File: src/wch_pkg.sv
// Package: register map, fields, resets and encodings of the window comparator
package wch_pkg;
    localparam int ADDR_W = 8;
    localparam logic [7:0] CTRL_OFF = 8'h00;
    localparam logic [7:0] LOWER_OFF = 8'h04;
    localparam logic [7:0] UPPER_OFF = 8'h08;
    localparam logic [7:0] DELTA_OFF = 8'h0C;
    localparam logic [7:0] OPER_OFF = 8'h10;
    localparam logic [7:0] MDO_OFF = 8'h14;
    localparam logic [7:0] STAT_OFF = 8'h18;
    localparam int CTRL_ENSEL_LSB = 0;
    localparam int CTRL_MODE_BIT = 3;
    localparam int CTRL_OPSEL_LSB = 4;
    localparam int CTRL_TGT_BIT = 6;
    localparam int STAT_RES_BIT = 0;
    localparam int STAT_ACT_BIT = 1;
    localparam int STAT_OPND_LSB = 16;
    localparam logic [6:0] CTRL_RST = 7'h00;
    localparam logic [15:0] LOWER_RST = 16'h0000;
    localparam logic [15:0] UPPER_RST = 16'hFFFF;
    localparam logic [15:0] DELTA_RST = 16'h0000;
    localparam logic [15:0] OPER_RST = 16'h0000;
    localparam logic [1:0] RESP_OKAY = 2'h0;
    localparam logic [1:0] RESP_SLVERR = 2'h2;
    typedef enum logic [2:0] {
        EN_OFF = 3'b000,
        EN_ON = 3'b001,
        EN_PIN = 3'b010,
        EN_VIRT = 3'b011,
        EN_MASTER = 3'b100
    } wch_ensel_t;
    typedef enum logic [1:0] {
        OP_ANALOG = 2'b00,
        OP_VIRT = 2'b01,
        OP_NEST = 2'b10,
        OP_SOFT = 2'b11
    } wch_opsel_t;
    typedef enum logic {
        MODE_INSIDE = 1'b0,
        MODE_OUTSIDE = 1'b1
    } wch_mode_t;
    typedef enum logic {
        TGT_CHANNEL = 1'b0,
        TGT_NESTED = 1'b1
    } wch_tgt_t;
endpackage

File: src/wch_top.sv
// Window comparator with hysteresis, enable gating and AXI4-Lite registers
`timescale 1ns/1ps
module wch_top (
    input wire logic clk_sys_in, // 100 MHz clock
    input wire logic rst_in, // Synchronous reset, high
    input wire logic clk_en_in, // Freezes all state when low
    input wire logic [wch_pkg::ADDR_W-1:0] s_axi_awaddr_in, // Write address
    input wire logic s_axi_awvalid_in, // Write address valid
    output logic s_axi_awready_out, // Write address ready
    input wire logic [31:0] s_axi_wdata_in, // Write data
    input wire logic [3:0] s_axi_wstrb_in, // Write byte strobes
    input wire logic s_axi_wvalid_in, // Write data valid
    output logic s_axi_wready_out, // Write data ready
    output logic [1:0] s_axi_bresp_out, // Write response
    output logic s_axi_bvalid_out, // Write response valid
    input wire logic s_axi_bready_in, // Write response ready
    input wire logic [wch_pkg::ADDR_W-1:0] s_axi_araddr_in, // Read address
    input wire logic s_axi_arvalid_in, // Read address valid
    output logic s_axi_arready_out, // Read address ready
    output logic [31:0] s_axi_rdata_out, // Read data
    output logic [1:0] s_axi_rresp_out, // Read response
    output logic s_axi_rvalid_out, // Read data valid
    input wire logic s_axi_rready_in, // Read data ready
    input wire logic island_en_in, // Enable from island digital input pin
    input wire logic virt_en_in, // Enable from virtual module output
    input wire logic [15:0] analog_word_in, // Analog channel word, pin domain
    input wire logic [15:0] virt_word_in, // Virtual module word output
    input wire logic [15:0] nest_word_in, // Word result of nested first stage
    output logic result_out, // Comparator result
    output logic chan_out, // Digital output channel bit
    output logic nest_res_out // Result toward the shared action target
);
    import wch_pkg::*;

    ////////////////////////////////////////////////////////////////////////
    // Helpers
    // Known register address
    function automatic logic reg_known(input logic [ADDR_W-1:0] a);
        return (a == CTRL_OFF) || (a == LOWER_OFF) || (a == UPPER_OFF) ||
               (a == DELTA_OFF) || (a == OPER_OFF) || (a == MDO_OFF) ||
               (a == STAT_OFF);
    endfunction

    // Merge write data into a register under byte strobes
    function automatic logic [31:0] merge(input logic [31:0] old,
                                          input logic [31:0] d,
                                          input logic [3:0] s);
        logic [31:0] r;
        r = old;
        for (int i = 0; i < 4; i++) begin
            if (s[i]) begin
                r[i*8 +: 8] = d[i*8 +: 8];
            end
        end
        return r;
    endfunction

    ////////////////////////////////////////////////////////////////////////
    // Registers and bus state

    logic [6:0] ctrl_q;
    logic [15:0] lower_q, upper_q, delta_q, oper_q;
    logic mdo_q;
    logic aw_got_q, w_got_q, awready_q, wready_q, bvalid_q, arready_q, rvalid_q;
    logic [ADDR_W-1:0] awaddr_q;
    logic [31:0] wdata_q, rdata_q;
    logic [3:0] wstrb_q;
    logic [1:0] bresp_q, rresp_q;
    logic do_wr;
    logic [31:0] rd_word;
    logic en_s1_q, en_s2_q;
    logic [15:0] ana_s1_q, ana_s2_q, opnd_q;
    logic result_q, chan_q, nest_q;
    logic active, result_d;
    logic signed [17:0] lo_m, lo_p, up_m, up_p, x;
    logic go1, go0;
    wch_ensel_t ensel;
    wch_opsel_t opsel;
    wch_mode_t mode;
    wch_tgt_t tgt;

    assign ensel = wch_ensel_t'(ctrl_q[CTRL_ENSEL_LSB +: 3]);
    assign opsel = wch_opsel_t'(ctrl_q[CTRL_OPSEL_LSB +: 2]);
    assign mode = wch_mode_t'(ctrl_q[CTRL_MODE_BIT]);
    assign tgt = wch_tgt_t'(ctrl_q[CTRL_TGT_BIT]);
    assign do_wr = aw_got_q && w_got_q && !bvalid_q;

    ////////////////////////////////////////////////////////////////////////
    // AXI4-Lite write channels

    // Address and data taken in either order, response after both
    always_ff @(posedge clk_sys_in) begin
        if (rst_in) begin
            aw_got_q <= 1'b0;
            w_got_q <= 1'b0;
            awready_q <= 1'b0;
            wready_q <= 1'b0;
            bvalid_q <= 1'b0;
            bresp_q <= RESP_OKAY;
            awaddr_q <= '0;
            wdata_q <= 32'h0000_0000;
            wstrb_q <= 4'h0;
        end else if (clk_en_in) begin
            if (awready_q && s_axi_awvalid_in) begin
                aw_got_q <= 1'b1;
                awready_q <= 1'b0;
                awaddr_q <= s_axi_awaddr_in;
            end else if (!aw_got_q && !bvalid_q) begin
                awready_q <= 1'b1;
            end
            if (wready_q && s_axi_wvalid_in) begin
                w_got_q <= 1'b1;
                wready_q <= 1'b0;
                wdata_q <= s_axi_wdata_in;
                wstrb_q <= s_axi_wstrb_in;
            end else if (!w_got_q && !bvalid_q) begin
                wready_q <= 1'b1;
            end
            if (do_wr) begin
                aw_got_q <= 1'b0;
                w_got_q <= 1'b0;
                bvalid_q <= 1'b1;
                bresp_q <= reg_known(awaddr_q) ? RESP_OKAY : RESP_SLVERR;
            end else if (bvalid_q && s_axi_bready_in) begin
                bvalid_q <= 1'b0;
            end
        end
    end

    // Register file; status is read only
    always_ff @(posedge clk_sys_in) begin
        if (rst_in) begin
            ctrl_q <= CTRL_RST;
            lower_q <= LOWER_RST;
            upper_q <= UPPER_RST;
            delta_q <= DELTA_RST;
            oper_q <= OPER_RST;
            mdo_q <= 1'b0;
        end else if (clk_en_in && do_wr) begin
            case (awaddr_q)
                CTRL_OFF: ctrl_q <= 7'(merge({25'h0, ctrl_q}, wdata_q, wstrb_q));
                LOWER_OFF: lower_q <= 16'(merge({16'h0, lower_q}, wdata_q, wstrb_q));
                UPPER_OFF: upper_q <= 16'(merge({16'h0, upper_q}, wdata_q, wstrb_q));
                DELTA_OFF: delta_q <= 16'(merge({16'h0, delta_q}, wdata_q, wstrb_q));
                OPER_OFF: oper_q <= 16'(merge({16'h0, oper_q}, wdata_q, wstrb_q));
                MDO_OFF: mdo_q <= 1'(merge({31'h0, mdo_q}, wdata_q, wstrb_q));
                default: ;
            endcase
        end
    end

    ////////////////////////////////////////////////////////////////////////
    // AXI4-Lite read channels

    // Read mux; unmapped addresses read zero
    always_comb begin
        rd_word = 32'h0000_0000;
        case (s_axi_araddr_in)
            CTRL_OFF: rd_word = {25'h0, ctrl_q};
            LOWER_OFF: rd_word = {16'h0, lower_q};
            UPPER_OFF: rd_word = {16'h0, upper_q};
            DELTA_OFF: rd_word = {16'h0, delta_q};
            OPER_OFF: rd_word = {16'h0, oper_q};
            MDO_OFF: rd_word = {31'h0, mdo_q};
            STAT_OFF: begin
                rd_word[STAT_RES_BIT] = result_q;
                rd_word[STAT_ACT_BIT] = active;
                rd_word[STAT_OPND_LSB +: 16] = opnd_q;
            end
            default: rd_word = 32'h0000_0000;
        endcase
    end

    // One read under way at a time
    always_ff @(posedge clk_sys_in) begin
        if (rst_in) begin
            arready_q <= 1'b0;
            rvalid_q <= 1'b0;
            rdata_q <= 32'h0000_0000;
            rresp_q <= RESP_OKAY;
        end else if (clk_en_in) begin
            if (arready_q && s_axi_arvalid_in) begin
                arready_q <= 1'b0;
                rvalid_q <= 1'b1;
                rdata_q <= rd_word;
                rresp_q <= reg_known(s_axi_araddr_in) ? RESP_OKAY : RESP_SLVERR;
            end else if (rvalid_q && s_axi_rready_in) begin
                rvalid_q <= 1'b0;
            end else if (!rvalid_q) begin
                arready_q <= 1'b1;
            end
        end
    end

    ////////////////////////////////////////////////////////////////////////
    // Input sampling

    // Pin inputs pass two flip-flops
    always_ff @(posedge clk_sys_in) begin
        if (rst_in) begin
            en_s1_q <= 1'b0;
            en_s2_q <= 1'b0;
            ana_s1_q <= 16'h0000;
            ana_s2_q <= 16'h0000;
        end else if (clk_en_in) begin
            en_s1_q <= island_en_in;
            en_s2_q <= en_s1_q;
            ana_s1_q <= analog_word_in;
            ana_s2_q <= ana_s1_q;
        end
    end

    // Operand sampled every cycle with clk_en_in high, enabled or not
    always_ff @(posedge clk_sys_in) begin
        if (rst_in) begin
            opnd_q <= 16'h0000;
        end else if (clk_en_in) begin
            case (opsel)
                OP_ANALOG: opnd_q <= ana_s2_q;
                OP_VIRT: opnd_q <= virt_word_in;
                OP_NEST: opnd_q <= nest_word_in;
                OP_SOFT: opnd_q <= oper_q;
                default: opnd_q <= ana_s2_q;
            endcase
        end
    end

    // Enable source select
    always_comb begin
        case (ensel)
            EN_OFF: active = 1'b0;
            EN_ON: active = 1'b1;
            EN_PIN: active = en_s2_q;
            EN_VIRT: active = virt_en_in;
            EN_MASTER: active = mdo_q;
            default: active = 1'b0;
        endcase
    end

    ////////////////////////////////////////////////////////////////////////
    // Window decision with hysteresis
    // Signed band edges, so an edge below zero can never be reached by the operand
    always_comb begin
        x = $signed({2'b00, opnd_q});
        lo_m = $signed({2'b00, lower_q}) - $signed({2'b00, delta_q});
        lo_p = $signed({2'b00, lower_q}) + $signed({2'b00, delta_q});
        up_m = $signed({2'b00, upper_q}) - $signed({2'b00, delta_q});
        up_p = $signed({2'b00, upper_q}) + $signed({2'b00, delta_q});
        if (mode == MODE_INSIDE) begin
            go1 = (x > lo_p) && (x < up_m);
            go0 = (x <= lo_m) || (x >= up_p);
        end else begin
            go1 = (x < lo_m) || (x > up_p);
            go0 = (x >= lo_p) && (x <= up_m);
        end
    end

    // Hold inside either band or while disabled
    always_comb begin
        result_d = result_q;
        if (active && go1) begin
            result_d = 1'b1;
        end else if (active && go0) begin
            result_d = 1'b0;
        end
    end

    // Result and its routing
    always_ff @(posedge clk_sys_in) begin
        if (rst_in) begin
            result_q <= 1'b0;
            chan_q <= 1'b0;
            nest_q <= 1'b0;
        end else if (clk_en_in) begin
            result_q <= result_d;
            chan_q <= (tgt == TGT_CHANNEL) ? result_d : mdo_q;
            nest_q <= (tgt == TGT_NESTED) ? result_d : 1'b0;
        end
    end

    assign s_axi_awready_out = awready_q;
    assign s_axi_wready_out = wready_q;
    assign s_axi_bvalid_out = bvalid_q;
    assign s_axi_bresp_out = bresp_q;
    assign s_axi_arready_out = arready_q;
    assign s_axi_rvalid_out = rvalid_q;
    assign s_axi_rdata_out = rdata_q;
    assign s_axi_rresp_out = rresp_q;
    assign result_out = result_q;
    assign chan_out = chan_q;
    assign nest_res_out = nest_q;
endmodule

File: config.mk
export PLATFORM = sky130hd
export DESIGN_NAME = wch_top
export DESIGN_NICKNAME = d
export VERILOG_FILES = /design/src/wch_pkg.sv /design/src/wch_top.sv
export SDC_FILE = /design/constraint.sdc
export NUM_CORES = 1
export LEC_CHECK = 0
export BUFFER_PORTS_ARGS = -buffer_cell sky130_fd_sc_hd__buf_2
export CAP_MARGIN = 40
export CORE_ASPECT_RATIO = 0.6
export CORE_MARGIN = 2
export CORE_UTILIZATION = 40
export DETAILED_ROUTE_END_ITERATION = 12
export SLEW_MARGIN = 15
export SYNTH_ARGS = -nofsm -noshare
export SYNTH_HDL_FRONTEND = slang
export SYNTH_SLANG_ARGS = --single-unit
File: constraint.sdc
create_clock -name clk_sys_in -period 4.7 [get_ports clk_sys_in]
set_input_delay 0.47 -clock clk_sys_in [delete_from_list [all_inputs] [get_ports clk_sys_in]]
set_output_delay 0.47 -clock clk_sys_in [all_outputs]
set_load 0.05 [all_outputs]
==> Word-level counts from Yosys, hierarchy flattened <==
Index checks and enable logic that the tools add are counted.
{ "op_classes": {"addsub": 4, "magnitude_cmp": 8, "eq_ne": 21, "mux": 28, "n_reduce_logical": 61} }
{ "op_table": {"columns": ["cell", "n"], "rows": [
  ["$pmux 14 s5", 1],
  ["$pmux 16 s4", 1],
  ["$eq 8x5->1 const B", 6],
  ["$add 16x16->17", 2],
  ["$ge 16x17->1", 2],
  ["$gt 16x17->1", 2],
  ["$le 17x17->1", 2],
  ["$lt 17x17->1", 2],
  ["$sub 16x16->17", 2],
  ["$reduce_and 3->1", 11],
  ["$eq 8x4->1 const B", 4],
  ["$mux 1", 21],
  ["$reduce_and 2->1", 10],
  ["$eq 8x3->1 const B", 2],
  ["$logic_not 8->1", 2],
  ["$mux 16", 1],
  ["$logic_and 1x1->1", 14],
  ["$logic_or 1x1->1", 14],
  ["$pmux 2 s7", 1],
  ["$reduce_bool 2->1", 6],
  ["$eq 3x2->1 const B", 2],
  ["$eq 2x2->1 const B", 2],
  ["$mux 2", 2],
  ["$pmux 1 s4", 1],
  ["other kinds (7)", 9]
]} }
{ "totals": {"register_bits": 194, "input_bits": 110, "output_inout_bits": 44, "word_cells": 153} }

==> Logic depth before layout (Yosys ltp) <==
Gate-level depths: netlist of the first run.
{ "logic_depth": {"word_depth": 8, "depth_mapped": 20, "depth_no_buf": 20} }

==> Worst setup path before layout of the first run <==
OpenSTA, ideal clock, no wires.
{ "synth_path": {"kind": "reg-to-reg", "start": "register delta_q[1]", "end": "register result_q (netlist: result_out)", "setup_ps": 129, "arrival_ps": 4006, "required_time_ps": 4571, "slack_ps": 565, "stages_incl_launch_ff": 19, "path_buffers": 0, "synth_period_minus_slack_ps": 4135, "cell_sequence": "dfxtp_1 -> inv_1 -> ha_1 -> nor2b_1 -> o21ai_0 -> a21oi_1 -> o21ai_0 -> a21oi_1 -> a2111oi_0 -> nor2_1 -> a311oi_1 -> ha_1 -> a21o_1 -> a2111oi_0 -> a31oi_1 -> a21oi_1 -> o32ai_1 -> a211oi_2 -> a211oi_1"} }
{ "synth_between": {"elab_chain_cells": 7, "word_cells_on_any_way": 22, "cone_classes": "add/sub: 4; order compare: 8; mux: 4; reduce/logical: 6"} }
{ "synth_lines": {"columns": ["element", "line_no", "rtl"], "rows": [
  ["start, declared", "wch_top.sv:62", "logic [15:0] lower_q, upper_q, delta_q, oper_q;"],
  ["start signal, assigned", "wch_top.sv:144", "DELTA_OFF: delta_q <= 16'(merge({16'h0, delta_q}, wdata_q, wstrb_q));"],
  ["$sub 16x16->17 (tied with other cells)", "wch_top.sv:245", "lo_m = $signed({2'b00, lower_q}) - $signed({2'b00, delta_q});"],
  ["$le 17x17->1 (tied with other cells)", "wch_top.sv:251", "go0 = (x <= lo_m) || (x >= up_p);"],
  ["$logic_or 1x1->1 or $logic_and 1x1->1 (tied branches)", "wch_top.sv:251, wch_top.sv:254", null],
  ["$mux 1", "wch_top.sv:249", "if (mode == MODE_INSIDE) begin"],
  ["$logic_and 1x1->1", "wch_top.sv:263", "end else if (active && go0) begin"],
  ["$mux 1", "wch_top.sv:263", null],
  ["$mux 1 (*)", "wch_top.sv:261", "if (active && go1) begin"],
  ["end signal, assigned", "wch_top.sv:275", "result_q <= result_d;"],
  ["end, declared", "wch_top.sv:73", "logic result_q, chan_q, nest_q;"]
]} }
Mark *: on every way between the ends. The rest lies on a longest branch, timed or not.
A chain may end at the register's enable or synchronous reset.

==> Worst setup path in the final report of the first run <==
{ "layout_path": {"start": "register delta_q[0]", "end": "register result_q (netlist: result_out)"} }
Same word-level chain as after synthesis.

==> impl_metrics.json, run 1 <==
{
  "ys_types": 87,
  "path_delay_family": "compound AO/OA/AOI/OAI gates",
  "drtAntennaViolNets": 0,
  "cts_htree_levels": 4,
  "ir_drop_v": 0.000239,
  "setup.worst_path.end_class": "register",
  "ff2ff_setup_slack_ns": 0.18,
  "crit_top_cell": "nor2_1",
  "portBuffers": 133,
  "design_area_sq_um": 14700,
  "synthFlopType": "dfxtp_1",
  "p_leak_nw": 6.41,
  "grt_pass1_vias": 10220,
  "drt-total-wl_um": 39300,
  "whs_endpoint": "ana_s1_q[0]$_SDFFE_PP0P_",
  "start_util_pct": 40.8,
  "final.setup.tns_ns": 0,
  "cp.arrival_ns": 4.87,
  "gp_congestion": 0.927,
  "max_slew_margin_pct": 41.2,
  "antennaDiodeCount": 0,
  "worstHoldPathType": "in -> reg",
  "skew_ns": 0.0111,
  "crit_chain": "buf_4 -> ha_2 -> fa_2 -> nor2b_2 -> o311a_4 -> o211a_1 -> or2_2 -> a21oi_2 -> nor2_1 -> nor2_1 -> xnor2_1 -> ha_2 -> a211oi_2 -> nor2_1 -> o211ai_1 -> a211oi_4 -> o32ai_2 -> a211oi_2 -> buf_4 -> a211oi_1",
  "synth_edf_count": 0,
  "drt_iter0_drc": 1251,
  "die_h_um": 140,
  "async_reset_ff_share_pct": 0,
  "min_from": "analog_word_in[0]",
  "slowest_stage": "fa_2",
  "hold_violations": 0,
  "design.die.area_sq_um": 32100,
  "crit_fanout": 4,
  "synth_cells": 1398,
  "worstHoldPathCells": 3,
  "seq_area_frac_synth_pct": 31.4,
  "cts_tree": "yes",
  "yosysMostFrequentCell": "dfxtp_1",
  "overflow": 0,
  "track_usage_pct": 23.9,
  "synth_area_per_cell_sq_um": 8.76,
  "power_mw": 3.46,
  "rr_endpoint": "result_out$_SDFFE_PP0P_",
  "finalCriticalPeriod_ns": 4.52,
  "synthToLayoutAreaGrowth_pct": 19.8,
  "whs_ns": 0.267,
  "critical_path_class": "reg -> reg",
  "hold_buffers": 0,
  "place_hpwl_um": 30600,
  "drt-pass1-iter-count": 9,
  "num_io_pins": 154,
  "row_count": 49,
  "num-fill-cells": 2891,
  "syn-cell-area_sq_um": 12300,
  "grt_max_degree": 116,
  "synth_top_area_share_pct": 31.4,
  "worstMarginPinSlew_ns": 0.883,
  "critPathMaxStageDelay_ns": 0.39,
  "fp.dieW_um": 230,
  "outcome": "finished clean",
  "worst_slack_ns": 0.181,
  "fin_crit_sh_pct": 96.2,
  "multiInputGateArea_sq_um": 8070,
  "max_freq_ghz": 0.221,
  "finalSetupViolCount": 0,
  "clk_latency_ns": 0.44,
  "seqCellArea_sq_um": 3840,
  "numCtsBuffers": 17,
  "grt_pass1_wl_um": 59300,
  "dpl_worst_slack_ns": -0.278,
  "clk_pin_slew_worst_paths_ns": 0.08,
  "cp_data_required_time_ns": 5.05,
  "yosys_warnings": 0,
  "drc": 0,
  "yosysTopAreaCell": "dfxtp_1",
  "power_density_nw_per_um2": 236,
  "wire_per_inst_um": 19.6,
  "clockBufferDepth": 2,
  "antenna_found_initial": 2,
  "vias": 11176,
  "cts_sinks": 192,
  "core_area_sq_um": 30000,
  "path_buf_inv": 2,
  "ys_ff_latch": 192,
  "r2r_start": "delta_q[0]$_SDFFE_PP0P_",
  "vias_per_cell": 5.59,
  "synth_commonest_cells": "dfxtp_1 (192), nor2_1 (157), nand2_1 (144), ha_1 (128), mux2i_1 (110)",
  "drv_slew": 0,
  "fin_nets": 1819,
  "placed_area_sq_um": 13800,
  "startpoint_type": "register",
  "synth.area.top_cells": "dfxtp_1 (31%), ha_1 (13%), mux2i_1 (9.0%)",
  "cts_root_buffer": "clkbuf_16",
  "r2r_cells": 20,
  "max-cap-violations": 0,
  "drive_gt1_share_pct": 21.9
}
state kept, by name (all words and copies together), names as in the netlist, 2 cells and up:
register / flops
upper_q: 16
delta_q: 16
ctrl_q: 7
wdata_q: 16
ana_s1_q: 16
s_axi_rdata_out: 32
oper_q: 16
ana_s2_q: 16
wstrb_q: 2
lower_q: 16
opnd_q: 16
awaddr_q: 8
power breakdown:
group          internal, mW  total [mW]  switching [mW]
registers              1.65        1.69          0.0316
clock network         0.840        1.50           0.658
logic                 0.113       0.277           0.164
cells in the final DEF (no fill, tap or decap), types with 6 or more instances in the layout:
cell,netlist,routed
a21oi_1,100,97
a211o_1,18,18
o21bai_1,10,9
buf_2,11,131
nand2_1,144,144
mux2i_1,110,110
a22o_1,11,11
o21a_1,7,7
ha_1,128,126
and3_1,8,8
nor2b_1,30,28
xnor2_1,36,36
o21ai_1,1,6
a222oi_1,15,15
mux4_2,16,16
o21ai_0,36,29
nor2_1,157,156
dfxtp_1,192,191
and2_1,6,6
clkbuf_16,0,17
a211oi_1,14,9
xor2_1,12,12
nand4_1,7,7
a21o_1,10,10
nor3_1,19,19
buf_4,4,95
nand2b_1,11,11
inv_1,59,59
nand3_1,48,45
layout make-up:
class | count | share of cell area (%)
multi-input cells | 1075 | 54.9
inverters | 60 | 1.53
well taps | 408 | 3.48
flip-flops and latches | 192 | 26.2
clock inverters | 13 | 1.07
clock buffers | 19 | 2.95
repair buffers | 231 | 9.84
through the flow:
stage / instances / util [%]
floorplan: 1399 / -
global placement: 1954 / 45.7
detailed placement: 1960 / 45.9
CTS: 1992 / 47.9
global route: 1998 / 48.9
finish: 1998 / 48.9
repair_timing:
action / CTS / global route
pin swaps: 0 / 25
setup buffers: 0 / 4
setup endpoints to repair: 3 / 3
gates resized for setup: 7 / 48
worst reg2reg max path, delay by kind of cell (launching register included):
family,cells,cell delay (ns)
adders and majority gates,3,0.89
and+or+nand+nor,5,0.74
AOI/OAI and AO/OA,9,2.01
xor gates and xnor gates,1,0.15
buffers and inverters,2,0.31
DFF,1,0.32
worst max path at each step:
stage	from	endpoint	cells after the start
6_report	delta_q[0]$_SDFFE_PP0P_	result_out$_SDFFE_PP0P_	20
5_1_grt	delta_q[1]$_SDFFE_PP0P_	result_out$_SDFFE_PP0P_	21
4_1_cts	delta_q[1]$_SDFFE_PP0P_	chan_out$_SDFFE_PP0P_	22
3_5_place_dp	delta_q[1]$_SDFFE_PP0P_	chan_out$_SDFFE_PP0P_	22
3_3_place_gp	lower_q[1]$_SDFFE_PP0P_	chan_out$_SDFFE_PP0P_	21
2_1_floorplan	delta_q[1]$_SDFFE_PP0P_	result_out$_SDFFE_PP0P_	18
per-layer routing:
metal  wire (um)  GRT usage (%)  share of wire (%)
met5           0              0                  0
met4         493           4.65                1.3
met3        3630           4.80                9.3
met2       15300           32.0                 39
met1       19800           38.7                 50
logic make-up after synthesis:
group                      synth area share (%)
AOI/OAI and AO/OA                          16.0
buffers and inverters                      4.79
xor gates and xnor gates                   3.43
other                                    0.0306
DFF                                        31.4
and+or+nand+nor                            18.6
adders and majority gates                  13.7
muxes                                      12.0
(Power assumes the default switching activity.)
==> run 2, diff against run 1 <==
ABC_AREA = 1   (was not set)
==> impl_metrics.json, run 2 <==
{
  "max_slew_margin_pct": 41.4,
  "whs_ns": 0.237,
  "fin_crit_sh_pct": 95.3,
  "core_area_sq_um": 29800,
  "drt-pass1-iter-count": 6,
  "vias_per_cell": 5.50,
  "synth_area_per_cell_sq_um": 7.32,
  "worstHoldPathType": "in -> reg",
  "max-cap-violations": 0,
  "overflow": 0,
  "clk_pin_slew_worst_paths_ns": 0.07,
  "clk_latency_ns": 0.45,
  "p_int_mw": 2.52,
  "synth_edf_count": 0,
  "cts_tree": "yes",
  "postCtsSetupRepairBufs": 0,
  "cp.arrival_ns": 4.79,
  "r2r_start": "upper_q[0]$_SDFFE_PP1P_",
  "startpoint_type": "register",
  "dpl_worst_slack_ns": 0.269,
  "grt_pass1_wl_um": 64100,
  "finalSetupViolCount": 0,
  "worst_slack_ns": 0.220,
  "placed_area_sq_um": 13100,
  "antennaDiodeCount": 0,
  "drc": 0,
  "cp_data_required_time_ns": 5.01,
  "seq_area_frac_synth_pct": 31.8,
  "start_util_pct": 40.5,
  "sw_frac_of_total_pct": 27.3,
  "yosysMostFrequentCell": "nand2_1",
  "final.setup.tns_ns": 0,
  "design.die.area_sq_um": 31600,
  "p_clk_share_pct": 41.9,
  "synth_commonest_cells": "nand2_1 (294), dfxtp_1 (192), a21oi_1 (161), nor2_1 (157), o21ai_0 (152)",
  "cts_htree_levels": 4,
  "ff2ff_setup_slack_ns": 0.22,
  "worstMarginPinSlew_ns": 0.879,
  "syn-cell-area_sq_um": 12100,
  "power_frac_comb_pct": 8.9,
  "place_hpwl_um": 33800,
  "ys_ff_latch": 192,
  "drive_gt1_share_pct": 13.6,
  "rr_endpoint": "chan_out$_SDFFE_PP0P_",
  "sequentialPowerShare_pct": 49.2,
  "drtAntennaViolNets": 0,
  "cts_sinks": 192,
  "synth_top_area_share_pct": 31.8,
  "portBuffers": 133,
  "num_io_pins": 154,
  "numCtsBuffers": 17,
  "r2r_cells": 23,
  "grt_setup_unrepaired": "no",
  "async_reset_ff_share_pct": 0,
  "die_h_um": 139,
  "drv_slew": 0,
  "fin_nets": 1993,
  "ir_drop_v": 0.000229,
  "vias": 11938,
  "grt_max_degree": 139,
  "dpl.cell_count": 2138,
  "drt-total-wl_um": 42300,
  "crit_end": "chan_out$_SDFFE_PP0P_",
  "crit_fanout": 3,
  "drt_iter0_drc": 1206,
  "gp_congestion": 0.949,
  "grt_pass1_vias": 10806,
  "final_common_cell": "nand2_1",
  "power_mw": 3.46,
  "power_density_nw_per_um2": 253,
  "track_usage_pct": 26.4,
  "hold_buffers": 0,
  "instances_no_fill": 2171,
  "setup.worst_path.end_class": "register",
  "outcome": "finished clean",
  "synthFlopType": "dfxtp_1",
  "switchingPower_mw": 0.943,
  "final_cell_mix": "nand2_1 (294), dfxtp_1 (191), a21oi_1 (160)",
  "synth.area.top_cells": "dfxtp_1 (32%), ha_1 (13%), nand2_1 (9.1%)",
  "hold_violations": 0,
  "max_freq_ghz": 0.223,
  "synthToLayoutAreaGrowth_pct": 13.4,
  "startpoint": "upper_q[0]$_SDFFE_PP1P_",
  "skew_ns": 0.00969,
  "antenna_found_initial": 0,
  "design_area_sq_um": 13700,
  "num-fill-cells": 3073,
  "yosysTopAreaCell": "dfxtp_1",
  "yosys_warnings": 0,
  "row_count": 49,
  "wire_per_inst_um": 19.5,
  "largest_register_ffs": 32,
  "final_util_pct": 45.9,
  "fp.dieW_um": 228,
  "p_leak_nw": 6.29,
  "finalCriticalPeriod_ns": 4.48,
  "cts_resized": 0,
  "synth_cells": 1649,
  "ys_types": 55,
  "cts_root_buffer": "clkbuf_16",
  "clockBufferDepth": 2,
  "critical_path_class": "reg -> reg"
}
==> run 2: changes by cell type in the layout (fill, tap and decap cells not counted), moves of 63 or more <==
cell	before	now
nand2_1	144	294
o21ai_0	29	152
mux2i_1	110	0
inv_1	59	150
buf_4	95	16
a21oi_1	97	160
==> run 2: worst min-delay path by stage <==
| stage | start | endpoint | slack (ns) | depth (start not counted) |
|---|---|---|---|---|
| after floorplan | wstrb_q[0]$_SDFFE_PP0P_ | wstrb_q[0]$_SDFFE_PP0P_ | 0.43 | 2 |
| after global placement | s_axi_rdata_out[27]$_SDFFE_PP0P_ | s_axi_rdata_out[27]$_SDFFE_PP0P_ | 0.44 | 2 |
| after detailed placement | s_axi_rdata_out[18]$_SDFFE_PP0P_ | s_axi_rdata_out[18]$_SDFFE_PP0P_ | 0.44 | 2 |
| after CTS | analog_word_in[12] | ana_s1_q[12]$_SDFFE_PP0P_ | 0.23 | 3 |
| after global routing | analog_word_in[15] | ana_s1_q[15]$_SDFFE_PP0P_ | 0.25 | 3 |
| final | analog_word_in[12] | ana_s1_q[12]$_SDFFE_PP0P_ | 0.24 | 3 |
==> run 2: routing by layer <==
| layer | vias up | GRT usage (%) | routed length, um |
|---|---|---|---|
| li1 | 5794 | - | - |
| met4 | 0 | 6.81 | 884 |
| met1 | 5596 | 42.3 | 21400 |
| met3 | 49 | 6.66 | 4510 |
| met5 | - | 0 | 0 |
| met2 | 499 | 33.9 | 15500 |
==> run 2: area by class of cell <==
class                      instances  area (sq um)  area share [%]
multi-input combinational       1213          7250            53.0
clock inverter                    14           155            1.13
inverter                         175           658            4.81
sequential                       192          3840            28.1
tap                              408           510            3.73
clock buffer                      17           425            3.11
timing repair buffer             152           845            6.17
==> run 2: power groups by stage <==
stage | clock [mW] | sequential [mW] | combinational, mW
2_1_floorplan | 0 | 1.74 | 0.179
3_5_place_dp | 0 | 1.74 | 0.300
4_1_cts | 1.46 | 1.70 | 0.302
6_report | 1.45 | 1.70 | 0.308
3_3_place_gp | 0 | 1.74 | 0.291
5_1_grt | 1.53 | 1.70 | 0.341
==> run 2: worst max-delay path, stage by stage (launching register included) <==
cell      delay (ns)
dfxtp_1         0.38
inv_1           0.14
ha_1            0.27
fa_1            0.42
o21bai_2        0.19
a21oi_2         0.11
o21ai_2         0.28
a21oi_1         0.16
o21ai_0         0.22
xor2_1          0.33
ha_1            0.21
nand2_1         0.05
inv_1           0.10
nand4_1         0.11
nor4b_1         0.56
nand3_1         0.15
nand2_1         0.09
nand2_1         0.05
nand2_1         0.05
nand2_1         0.13
nand2_2         0.11
nand3_1         0.08
nand2_1         0.10
a21oi_2         0.05
==> run 2: logic make-up (layout without fill, tap and decap cells) <==
group | count (synthesis) | count (layout) | synth area share [%]
compound gates | 474 | 474 | 23.1
xor+xnor | 55 | 55 | 3.99
fa+ha+maj | 132 | 132 | 13.9
buf+inv | 245 | 358 | 8.28
flops | 192 | 192 | 31.8
other cells | 1 | 2 | 0.0311
simple gates | 550 | 550 | 18.8
==> run 3, diff against run 2 <==
RECOVER_POWER = 100   (was not set)
==> impl_metrics.json, run 3 (synthesis results as in run 2) <==
{
  "outcome": "finished with violations",
  "violations": "max-capacitance violations, max-slew violations",
  "skew_ns": 0.0103,
  "fp.dieW_um": 228,
  "num_io_pins": 154,
  "die_h_um": 139,
  "startpoint": "delta_q[2]$_SDFFE_PP0P_",
  "portBuffers": 133,
  "crit_fanout": 7,
  "vias": 11955,
  "multiInputGateArea_sq_um": 7240,
  "design_area_sq_um": 13600,
  "max_slew_margin_pct": -56.5,
  "max_freq_ghz": 0.227,
  "finalCriticalPeriod_ns": 4.40,
  "final_common_cell": "nand2_1",
  "cts_htree_levels": 4,
  "worst_slack_ns": 0.299,
  "cts_root_buffer": "clkbuf_16",
  "clockBufferDepth": 2,
  "largest_register_ffs": 32,
  "cp.arrival_ns": 4.71,
  "ff2ff_setup_slack_ns": 0.30,
  "crit_top_cell": "nand2_1",
  "hold_violations": 0,
  "hold_buffers": 0,
  "grt_max_degree": 139,
  "fin_nets": 1993,
  "drive_gt1_share_pct": 10.5,
  "top_layer": "met4",
  "cts_sinks": 192,
  "ir_drop_v": 0.000228,
  "final_util_pct": 45.6,
  "critical_path_class": "reg -> reg",
  "instances_no_fill": 2171,
  "core_area_sq_um": 29800,
  "drt-pass1-iter-count": 5,
  "dpl_worst_slack_ns": 0.269,
  "postCtsSetupRepairBufs": 0,
  "wire_per_inst_um": 19.5,
  "max-cap-violations": 2,
  "grt_setup_unrepaired": "no",
  "finalSetupViolCount": 0,
  "critPathMaxStageDelay_ns": 0.41,
  "dr_wl_met3_um": 4350,
  "fin_crit_sh_pct": 93.6,
  "startpoint_type": "register",
  "worstHoldPathType": "in -> reg",
  "power_mw": 3.46,
  "synthToLayoutAreaGrowth_pct": 12.5,
  "final.setup.tns_ns": 0,
  "start_util_pct": 40.5,
  "min_from": "analog_word_in[4]",
  "design.die.area_sq_um": 31600,
  "drt_iter0_drc": 1303,
  "setup.worst_path.end_class": "register",
  "drt-total-wl_um": 42300,
  "cts_tree": "yes",
  "r2r_start": "delta_q[2]$_SDFFE_PP0P_",
  "power_density_nw_per_um2": 255,
  "gp_congestion": 0.949,
  "num-fill-cells": 3111,
  "antenna_found_initial": 0,
  "drtAntennaViolNets": 0,
  "numCtsBuffers": 17,
  "grt_pass1_wl_um": 64100,
  "worstMarginPinSlew_ns": 2.35,
  "placed_area_sq_um": 13100,
  "whs_ns": 0.238,
  "p_leak_nw": 6.08,
  "vias_per_cell": 5.51,
  "final_cell_mix": "nand2_1 (294), dfxtp_1 (191), nor2_1 (161)",
  "drc": 0,
  "drv_slew": 97,
  "seqCellArea_sq_um": 3840,
  "cp_data_required_time_ns": 5.01,
  "antennaDiodeCount": 0,
  "grt_pass1_vias": 10806,
  "overflow": 0,
  "place_hpwl_um": 33800,
  "met1_length_um": 21600,
  "clk_latency_ns": 0.45,
  "met2_wirelength_um": 15500,
  "dpl.cell_count": 2138,
  "track_usage_pct": 26.4,
  "slowest_stage": "ha_2",
  "row_count": 49,
  "clk_pin_slew_worst_paths_ns": 0.08
}
==> run 3: cell count changes in the layout (fill, tap and decap cells not counted), sizes merged <==
| cell | previous run | this run |
|---|---|---|
| clkbuf | 17 | 67 |
| buf | 152 | 102 |
==> run 3: repair_timing <==
action                     in CTS  in global routing
hold endpoints to repair        0                  0
resized for setup               0                  6
setup endpoints to repair       0                  3
==> run 3: path summary, 6_finish.rpt <==
check | to | cells past startpoint
min | ana_s1_q[4]$_SDFFE_PP0P_ | 3
max reg2reg | chan_out$_SDFFE_PP0P_ | 28
max | chan_out$_SDFFE_PP0P_ | 28
min reg2reg | s_axi_rdata_out[18]$_SDFFE_PP0P_ | 2
==> run 3: power breakdown <==
group          internal (mW)  switching (mW)
Sequential              1.67          0.0356
Clock                  0.747           0.707
Combinational         0.0994           0.204
==> run 3: layout make-up <==
cell class                      instances  share of cell area (%)
Inverter                              175                    4.85
Multi-Input combinational cell       1213                    53.3
Timing Repair Buffer                  152                    5.47
Clock buffer                           17                    3.13
Sequential cell                       192                    28.3
Tap cell                              408                    3.76
Clock inverter                         14                    1.14
==> run 3: routing by layer <==
| layer | up-vias | global-route usage, % |
|---|---|---|
| met3 | 51 | 6.66 |
| li1 | 5787 | - |
| met5 | - | 0 |
| met1 | 5594 | 42.3 |
| met4 | 0 | 6.81 |
| met2 | 523 | 33.9 |
==> run 3: worst max-delay path, delay by kind of cell, from the launching register on <==
family                     cells  cell delay, ns
xor gates and xnor gates       1            0.20
DFF                            1            0.37
and+or+nand+nor               15            1.67
buffers and inverters          2            0.13
adders and majority gates      2            0.72
AOI/OAI and AO/OA              8            1.18
